<file path="src/logic/sps_pkg.sv">
package sps_pkg;
  // sram geometry
  localparam int PAGE_W  = 3;
  localparam int ADDR_W  = 8;
  localparam int SRAM_W  = PAGE_W + ADDR_W;
  localparam int PAGE_BYTES = 256;

  // register byte offsets on the register bus
  localparam logic [7:0] OFS_CURRENT = 8'h00;
  localparam logic [7:0] OFS_STACK   = 8'h04;
  localparam logic [7:0] OFS_INDEX   = 8'h08;
  localparam logic [7:0] OFS_MOVE_RD = 8'h0C;
  localparam logic [7:0] OFS_MOVE_WR = 8'h10;
  localparam logic [7:0] OFS_FLAGS   = 8'h14;
  localparam logic [7:0] OFS_STATUS  = 8'h18;

  // field positions and reset values
  localparam int MODE_HI = 7;
  localparam int MODE_LO = 6;
  localparam int STAT_SP_LO   = 0;
  localparam int STAT_MODE_LO = 8;
  localparam logic [PAGE_W-1:0] PAGE_RST  = 3'h0;
  localparam logic [7:0]        FLAGS_RST = 8'h00;
  localparam logic [7:0]        FLAGS_IRQ = 8'h00;
  localparam logic [ADDR_W-1:0] SP_RST    = 8'h00;

  // axi responses
  localparam logic [1:0] RESP_OKAY   = 2'b00;
  localparam logic [1:0] RESP_SLVERR = 2'b10;

  // page-mode encodings
  localparam logic [1:0] MODE_PAGE0 = 2'b00;
  localparam logic [1:0] MODE_ISR   = 2'b01;
  localparam logic [1:0] MODE_IDX   = 2'b10;
  localparam logic [1:0] MODE_STK   = 2'b11;

  // kind of memory access the core is making
  typedef enum logic [2:0] {
    KIND_NORMAL   = 3'b000,
    KIND_STACK    = 3'b001,
    KIND_INDEXED  = 3'b010,
    KIND_MOVE_PTR = 3'b011,
    KIND_MOVE_RD  = 3'b100,
    KIND_MOVE_WR  = 3'b101
  } sps_kind_t;
endpackage

</file>
<file path="src/logic/sps_page_mux.sv">
`timescale 1ns/1ps
module sps_page_mux (
  input  sps_pkg::sps_kind_t              kind,
  input  wire logic [1:0]                 mode,
  input  wire logic [sps_pkg::PAGE_W-1:0] current_page_pointer,
  input  wire logic [sps_pkg::PAGE_W-1:0] stack_page_pointer,
  input  wire logic [sps_pkg::PAGE_W-1:0] index_page_pointer,
  input  wire logic [sps_pkg::PAGE_W-1:0] move_read_page_pointer,
  input  wire logic [sps_pkg::PAGE_W-1:0] move_write_page_pointer,
  output logic      [sps_pkg::PAGE_W-1:0] page
);
  import sps_pkg::*;

  // page choice per access kind
  always_comb begin
    page = PAGE_RST;
    unique case (kind)
      KIND_NORMAL, KIND_MOVE_PTR: page = mode[1] ? current_page_pointer : PAGE_RST;
      KIND_STACK:   page = stack_page_pointer;
      KIND_INDEXED: begin
        unique case (mode)
          MODE_PAGE0:        page = PAGE_RST;
          MODE_ISR, MODE_STK: page = stack_page_pointer;
          MODE_IDX:          page = index_page_pointer;
        endcase
      end
      KIND_MOVE_RD: page = move_read_page_pointer;
      KIND_MOVE_WR: page = move_write_page_pointer;
      default:      page = PAGE_RST;                                // illegal kind codes
    endcase
  end
endmodule

</file>
<file path="src/logic/sps_top.sv">
`timescale 1ns/1ps
// Operation
// - each 8-bit address gets a 3-bit page, selecting one of eight 256-byte pages
// - reset clears all page pointers and the page-mode bits
// - page mode off sends normal, move pointer and 00b indexed accesses to page 0
// - page mode on uses current page, except stack, indexed and move data accesses
// - stack accesses use the low three stack page pointer bits always
// - after a call or other stack access, paging returns to prior mode
// - stack pointer wraps 00h/FFh within its page
// - interrupt entry forces the flag register to 00h
// - flags are pushed first, then cleared, on interrupt entry
// - interrupt return restores the saved flag register
// - page pointers are never saved or restored around interrupts
// - move pointer read and write-back use current page, data uses move page
// - move load uses move-read pointer, move store uses move-write pointer
// - move data pages apply whatever the page-mode bits are
// - only non-stack, non-move-data, non-indexed accesses follow current page
// - upper mode bit 0 forces page 0, 1 selects current page pointer
// - indexed: 00b page 0, 01b/11b stack page, 10b index page
// - current page pointer is read/write, low three bits, reset zero
module sps_top (
  input  wire logic                       aclk,
  input  wire logic                       aresetn,
  input  wire logic [7:0]                 s_axi_awaddr,
  input  wire logic                       s_axi_awvalid,
  output logic                            s_axi_awready,
  input  wire logic [31:0]                s_axi_wdata,
  input  wire logic [3:0]                 s_axi_wstrb,
  input  wire logic                       s_axi_wvalid,
  output logic                            s_axi_wready,
  output logic [1:0]                      s_axi_bresp,
  output logic                            s_axi_bvalid,
  input  wire logic                       s_axi_bready,
  input  wire logic [7:0]                 s_axi_araddr,
  input  wire logic                       s_axi_arvalid,
  output logic                            s_axi_arready,
  output logic [31:0]                     s_axi_rdata,
  output logic [1:0]                      s_axi_rresp,
  output logic                            s_axi_rvalid,
  input  wire logic                       s_axi_rready,
  input  wire logic                       instr_boundary,
  input  wire logic                       access_valid,
  input  sps_pkg::sps_kind_t              access_kind,
  input  wire logic [sps_pkg::ADDR_W-1:0] access_addr,
  input  wire logic                       sp_inc,
  input  wire logic                       sp_dec,
  input  wire logic                       irq_enter,
  input  wire logic                       irq_return,
  input  wire logic [7:0]                 irq_restore_flags,
  output logic                            sram_valid,
  output logic [sps_pkg::SRAM_W-1:0]      sram_addr,
  output logic                            flags_push_valid,
  output logic [7:0]                      flags_push_data,
  output logic [7:0]                      flags
);
  import sps_pkg::*;

  // software-visible pointers and their per-instruction copies
  logic [PAGE_W-1:0] current_page_pointer, stack_page_pointer, index_page_pointer;
  logic [PAGE_W-1:0] move_read_page_pointer, move_write_page_pointer;
  logic [PAGE_W-1:0] act_cur, act_stk, act_idx, act_mvr, act_mvw;
  logic [7:0]        act_flags;
  logic [ADDR_W-1:0] stack_ptr;
  logic [PAGE_W-1:0] sel_page;
  logic [ADDR_W-1:0] eff_addr;

  // write channel state
  logic              aw_held, w_held;
  logic [7:0]        aw_addr;
  logic [31:0]       w_data;
  logic [3:0]        w_strb;
  logic              do_write;

  function automatic logic is_mapped(input logic [7:0] a);
    is_mapped = (a == OFS_CURRENT) || (a == OFS_STACK) || (a == OFS_INDEX) ||
                (a == OFS_MOVE_RD) || (a == OFS_MOVE_WR) || (a == OFS_FLAGS) ||
                (a == OFS_STATUS);
  endfunction

  function automatic logic [31:0] pad_page(input logic [PAGE_W-1:0] p);
    pad_page = {29'h0000_0000, p};
  endfunction

  // either channel may arrive first; each is held until its partner shows up
  assign s_axi_awready = !aw_held && !s_axi_bvalid;
  assign s_axi_wready  = !w_held && !s_axi_bvalid;
  assign do_write      = aw_held && w_held && !s_axi_bvalid;

  always_ff @(posedge aclk) begin
    if (!aresetn) begin
      aw_held <= 1'b0;
      aw_addr <= 8'h00;
    end else if (s_axi_awvalid && s_axi_awready) begin
      aw_held <= 1'b1;
      aw_addr <= s_axi_awaddr;
    end else if (do_write) begin
      aw_held <= 1'b0;
    end
  end

  always_ff @(posedge aclk) begin
    if (!aresetn) begin
      w_held <= 1'b0;
      w_data <= 32'h0000_0000;
      w_strb <= 4'h0;
    end else if (s_axi_wvalid && s_axi_wready) begin
      w_held <= 1'b1;
      w_data <= s_axi_wdata;
      w_strb <= s_axi_wstrb;
    end else if (do_write) begin
      w_held <= 1'b0;
    end
  end

  // write response; read-only status and holes answer slverr
  always_ff @(posedge aclk) begin
    if (!aresetn) begin
      s_axi_bvalid <= 1'b0;
      s_axi_bresp  <= RESP_OKAY;
    end else if (do_write) begin
      s_axi_bvalid <= 1'b1;
      s_axi_bresp  <= (is_mapped(aw_addr) && aw_addr != OFS_STATUS) ? RESP_OKAY : RESP_SLVERR;
    end else if (s_axi_bready) begin
      s_axi_bvalid <= 1'b0;
    end
  end

  // page pointers: only byte lane 0 carries data, upper bits are dropped
  always_ff @(posedge aclk) begin
    if (!aresetn) begin
      current_page_pointer    <= PAGE_RST;
      stack_page_pointer      <= PAGE_RST;
      index_page_pointer      <= PAGE_RST;
      move_read_page_pointer  <= PAGE_RST;
      move_write_page_pointer <= PAGE_RST;
    end else if (do_write && w_strb[0]) begin
      // interrupts never touch these, so isr writes persist
      if (aw_addr == OFS_CURRENT) current_page_pointer <= w_data[PAGE_W-1:0];
      if (aw_addr == OFS_STACK)   stack_page_pointer <= w_data[PAGE_W-1:0];
      if (aw_addr == OFS_INDEX)   index_page_pointer <= w_data[PAGE_W-1:0];
      if (aw_addr == OFS_MOVE_RD) move_read_page_pointer <= w_data[PAGE_W-1:0];
      if (aw_addr == OFS_MOVE_WR) move_write_page_pointer <= w_data[PAGE_W-1:0];
    end
  end

  // flag register: return beats entry beats a software write
  always_ff @(posedge aclk) begin
    if (!aresetn) begin
      flags <= FLAGS_RST;
    end else if (irq_return) begin
      flags <= irq_restore_flags;
    end else if (irq_enter) begin
      flags <= FLAGS_IRQ;
    end else if (do_write && w_strb[0] && aw_addr == OFS_FLAGS) begin
      flags <= w_data[7:0];
    end
  end

  // old flags leave on the push port in the same edge that clears them
  always_ff @(posedge aclk) begin
    if (!aresetn) begin
      flags_push_valid <= 1'b0;
      flags_push_data  <= FLAGS_RST;
    end else begin
      flags_push_valid <= irq_enter && !irq_return;
      if (irq_enter && !irq_return) begin
        flags_push_data <= flags;
      end
    end
  end

  // copies seen by accesses change only between instructions
  always_ff @(posedge aclk) begin
    if (!aresetn) begin
      act_cur   <= PAGE_RST;
      act_stk   <= PAGE_RST;
      act_idx   <= PAGE_RST;
      act_mvr   <= PAGE_RST;
      act_mvw   <= PAGE_RST;
      act_flags <= FLAGS_RST;
    end else if (instr_boundary) begin
      act_cur   <= current_page_pointer;
      act_stk   <= stack_page_pointer;
      act_idx   <= index_page_pointer;
      act_mvr   <= move_read_page_pointer;
      act_mvw   <= move_write_page_pointer;
      act_flags <= flags;
    end
  end

  // stack pointer wraps inside its page; stack page comes from the software-written stack page pointer
  always_ff @(posedge aclk) begin
    if (!aresetn) begin
      stack_ptr <= SP_RST;
    end else if (sp_inc && !sp_dec) begin
      stack_ptr <= stack_ptr + 8'h01;
    end else if (sp_dec && !sp_inc) begin
      stack_ptr <= stack_ptr - 8'h01;
    end
  end

  sps_page_mux sps_page_mux_i (
    .kind                    (access_kind),
    .mode                    (act_flags[MODE_HI:MODE_LO]),
    .current_page_pointer    (act_cur),
    .stack_page_pointer      (act_stk),
    .index_page_pointer      (act_idx),
    .move_read_page_pointer  (act_mvr),
    .move_write_page_pointer (act_mvw),
    .page                    (sel_page)
  );

  // stack accesses use the block's own pointer, not the core's address
  assign eff_addr = (access_kind == KIND_STACK) ? stack_ptr : access_addr;

  // page is chosen per access, so a stack access leaves no mode behind
  always_ff @(posedge aclk) begin
    if (!aresetn) begin
      sram_valid <= 1'b0;
      sram_addr  <= {SRAM_W{1'b0}};
    end else begin
      sram_valid <= access_valid;
      if (access_valid) begin
        sram_addr <= {sel_page, eff_addr};
      end
    end
  end

  // reads answer one cycle after the address is taken
  assign s_axi_arready = !s_axi_rvalid;

  always_ff @(posedge aclk) begin
    if (!aresetn) begin
      s_axi_rvalid <= 1'b0;
      s_axi_rdata  <= 32'h0000_0000;
      s_axi_rresp  <= RESP_OKAY;
    end else if (s_axi_arvalid && s_axi_arready) begin
      s_axi_rvalid <= 1'b1;
      s_axi_rresp  <= is_mapped(s_axi_araddr) ? RESP_OKAY : RESP_SLVERR;
      unique case (s_axi_araddr)
        OFS_CURRENT: s_axi_rdata <= pad_page(current_page_pointer);
        OFS_STACK:   s_axi_rdata <= pad_page(stack_page_pointer);
        OFS_INDEX:   s_axi_rdata <= pad_page(index_page_pointer);
        OFS_MOVE_RD: s_axi_rdata <= pad_page(move_read_page_pointer);
        OFS_MOVE_WR: s_axi_rdata <= pad_page(move_write_page_pointer);
        OFS_FLAGS:   s_axi_rdata <= {24'h00_0000, flags};
        OFS_STATUS:  s_axi_rdata <= {22'h00_0000, act_flags[MODE_HI:MODE_LO], stack_ptr};
        default:     s_axi_rdata <= 32'h0000_0000;
      endcase
    end else if (s_axi_rready) begin
      s_axi_rvalid <= 1'b0;
    end
  end
endmodule
</file>
<file path="config.mk">
export PLATFORM = sky130hd
export DESIGN_NAME = sps_top
export DESIGN_NICKNAME = d
export VERILOG_FILES = /design/src/logic/sps_pkg.sv /design/src/logic/sps_page_mux.sv /design/src/logic/sps_top.sv
export SDC_FILE = /design/constraint.sdc
export NUM_CORES = 1
export LEC_CHECK = 0
export ABC_AREA = 1
export BUFFER_PORTS_ARGS = -buffer_cell sky130_fd_sc_hd__clkbuf_2
export CORE_MARGIN = 2
export CORE_UTILIZATION = 23
export DETAILED_ROUTE_END_ITERATION = 8
export HOLD_SLACK_MARGIN = 0.05
export SETUP_SLACK_MARGIN = 0.02
export SLEW_MARGIN = 20
export SYNTH_ARGS = -nofsm -noshare
export SYNTH_HDL_FRONTEND = slang
export SYNTH_SLANG_ARGS = --single-unit
</file>
<file path="constraint.sdc">
create_clock -name aclk -period 3.35 [get_ports aclk]
set_input_delay 0.1675 -clock aclk [delete_from_list [all_inputs] [get_ports aclk]]
set_output_delay 0.1675 -clock aclk [all_outputs]
set_load 0.02 [all_outputs]
</file>
==> run metrics <==
outcome completed; Synth Instances 673; ant diodes 0; RSZ-0062 raised after global routing no; Fin. Hold Viols 0; critical setup path kind in2reg; number of global-route vias before repair 3928; clock transition at the registers of the reported paths 0.07 ns; die width 149 µm; layout net count 856; Reg2Reg Launch Point stack_ptr[2]; Max Clock Skew 0.0106 ns; via count 4316; worst hold endpoint aw_addr[1]; GP Congestion 0.780; switch share 28.8%; Post-Layout Cell Count 1044; worst-skew pair later-pin latency 0.35 ns; fin crit share 49.6%; total track usage 11.3%; Starting Density 23.3%; sequential area share after synthesis 42.1%; Max clock buf depth 2; port bufs 102; clock share of power 36.7%; setup TNS 0 ns; area grow syn2layout 19.9%; Max Cap Viol 0; largest net degree at the start of global routing 51; Resize count post-CTS 0; worst reg-to-reg setup slack 1.80 ns; RR Endpoint stack_ptr[5]; Max VDD drop 0.280 mV; # DRC 0; NetSw 828 µW; hold wc startpoint s_axi_awaddr[1]; CP arrival 1.95 ns; Tightest Pin Transition 0.782 ns; combinational share of power 16.5%; post-synthesis area per instance 7.20 µm²; total power 2.88 mW; synthesized flop and latch total 102; crit path capture type flop; layout cell share with drive strength beyond 1 17.7%; internal power 2.05 mW; Post-synth EDFFs 0; CTS sink cnt 102; cell row count 53; hold depth 3; fillcell total 2329; Final setup violation count 0; Yosys Warn Count 0; hold_ws 0.0686 ns; critical path's slowest cell clkinv_1; Hold Path Class in2reg; slowest stage delay, CP 0.79 ns; commonest non-fill, non-tap cell in the layout nand2_1; Slew Limit Fails 0; WL/cell 11.7 µm; crit-path max FO 35; CTS buffer count 9; boundary pin count 154; Leak 2.70 nW; Main synth FF type dfxtp_1; Reg power frac 46.7%; CTS tree yes; Worst Setup Start Kind input port; Rel. slew slack 47.7%; Post-synth ARST share 0%; initial DRC count 239; Pwr per Cell Area 495 mW/mm²; Root Driver clkbuf_16; number of detailed-route iterations in the first pass 4; Core Region 0.0208 mm²; f_max 602 MHz; initial antenna violation count 0; htree depth 3; placed wire-length estimate 9500 µm; synthesized area 0.00485 mm²; first-pass GRT wire length 19800 µm; final core occ 27.9%; Req. time, crit path 3.64 ns; Die ar. 0.0223 mm²; critical-path cell list clkbuf_2 > clkinv_1 > a21oi_1 > o21ai_0 > inv_1; Via density 4.13; Min Clock Period, post-route 1.66 ns; Routed Antenna Nets 0; worst reg2reg path depth 9; post-synthesis cell type count 37; most frequent cells in the layout nand2_1 (108), dfxtp_1 (102), clkbuf_2 (102); GR Overflow Total 0; WL final 12300 µm; DIE HEIGHT 149 µm; dpl cells 1026
routing by layer:
| layer | routed length [µm] | part of all wire, % | GRT usage [%] | up-vias |
|---|---|---|---|---|
| li1 | - | - | - | 2335 |
| met1 | 5970 | 49 | 14.8 | 1875 |
| met2 | 5650 | 46 | 18.4 | 96 |
| met3 | 538 | 4.4 | 3.21 | 10 |
| met4 | 96 | 0.78 | 2.57 | 0 |
| met5 | 0 | 0 | 0 | - |
worst max-delay path: cells and delay by family:
kind / cells / cell delay, ns
compound gates: 2 / 0.41
buf+inv: 3 / 1.36
registers in the layout (all words and copies together) (netlist names), 8 cells and up:
register         count
sram_addr           11
w_data               8
flags_push_data      8
s_axi_rdata         10
flags                8
aw_addr              8
stack_ptr            8
Yosys cell counts, types with 2 or more instances:
cell      instances  share of area [%]
buf_2             7               0.72
inv_1            86                6.7
nor2_2            3               0.39
o21ai_1           2               0.21
a21oi_1          71                7.3
nand2_2           3               0.39
inv_2             2               0.15
nor2_4            4               0.93
o211ai_1         15                2.3
ha_1              7                1.8
clkinv_1          2               0.15
nand2_4           2               0.46
o22ai_1           8                1.0
buf_4            24                3.7
dfxtp_1         102                 42
nand2_1         108                8.4
a22oi_1           5               0.77
nor3_1            5               0.52
nor2_1           66                5.1
a21oi_2           3               0.54
nand3_1          42                4.3
clkbuf_1         14                1.1
o21ai_0          78                8.1
worst max path at each step:
stage,start,endpoint,slack [ns],cells past startpoint
6_report,aresetn,stack_ptr[5],1.69,5
5_1_grt,aresetn,stack_ptr[6],1.48,5
4_1_cts,aresetn,stack_ptr[6],1.69,5
3_5_place_dp,aresetn,stack_ptr[5],1.32,5
3_3_place_gp,aresetn,stack_ptr[6],1.32,5
2_1_floorplan,sp_dec,stack_ptr[5],1.75,12
per-stage QoR:
| stage | cell area (µm²) | setup WS, ns |
|---|---|---|
| finish | 5810 | 1.69 |
| global route | 5810 | 1.48 |
| CTS | 5810 | 1.69 |
| detailed placement | 5490 | 1.32 |
| global placement | 5490 | 1.32 |
| floorplan | 4930 | 1.75 |
kinds of logic (layout without fill, tap and decap cells):
family,count (synthesis),count (layout),share of synthesized area [%]
fa+ha+maj,8,8,2.22
xor+xnor,2,2,0.361
flops,102,102,42.1
compound gates,188,188,21.3
simple gates,234,234,20.6
buf+inv,138,211,13.2
other cells,1,24,0.0774
power by group through the flow:
| stage | logic, mW | clock network (mW) | registers, mW |
|---|---|---|---|
| 4_1_cts | 0.481 | 1.09 | 1.35 |
| 2_1_floorplan | 0.342 | 0 | 1.39 |
| 3_3_place_gp | 0.475 | 0 | 1.37 |
| 3_5_place_dp | 0.478 | 0 | 1.37 |
| 6_report | 0.476 | 1.06 | 1.34 |
| 5_1_grt | 0.551 | 1.14 | 1.36 |
what timing repair did:
| item | in CTS | in global routing |
|---|---|---|
| hold buffers | 2 | 0 |
| endpoints found under the hold margin | 2 | 0 |
| buffers inserted | 0 | 0 |
final cells by class:
type                            count  area, µm²  area share, %
Inverter                           90        338           5.81
Timing Repair Buffer              105        538           9.26
Tap cell                          275        344           5.92
Clock buffer                       11        243           4.18
Multi-Input combinational cell    456       2250           38.7
Clock inverter                      5       58.8           1.01
Sequential cell                   102       2040           35.1
Note: power is estimated with default switching activity, not from simulation.
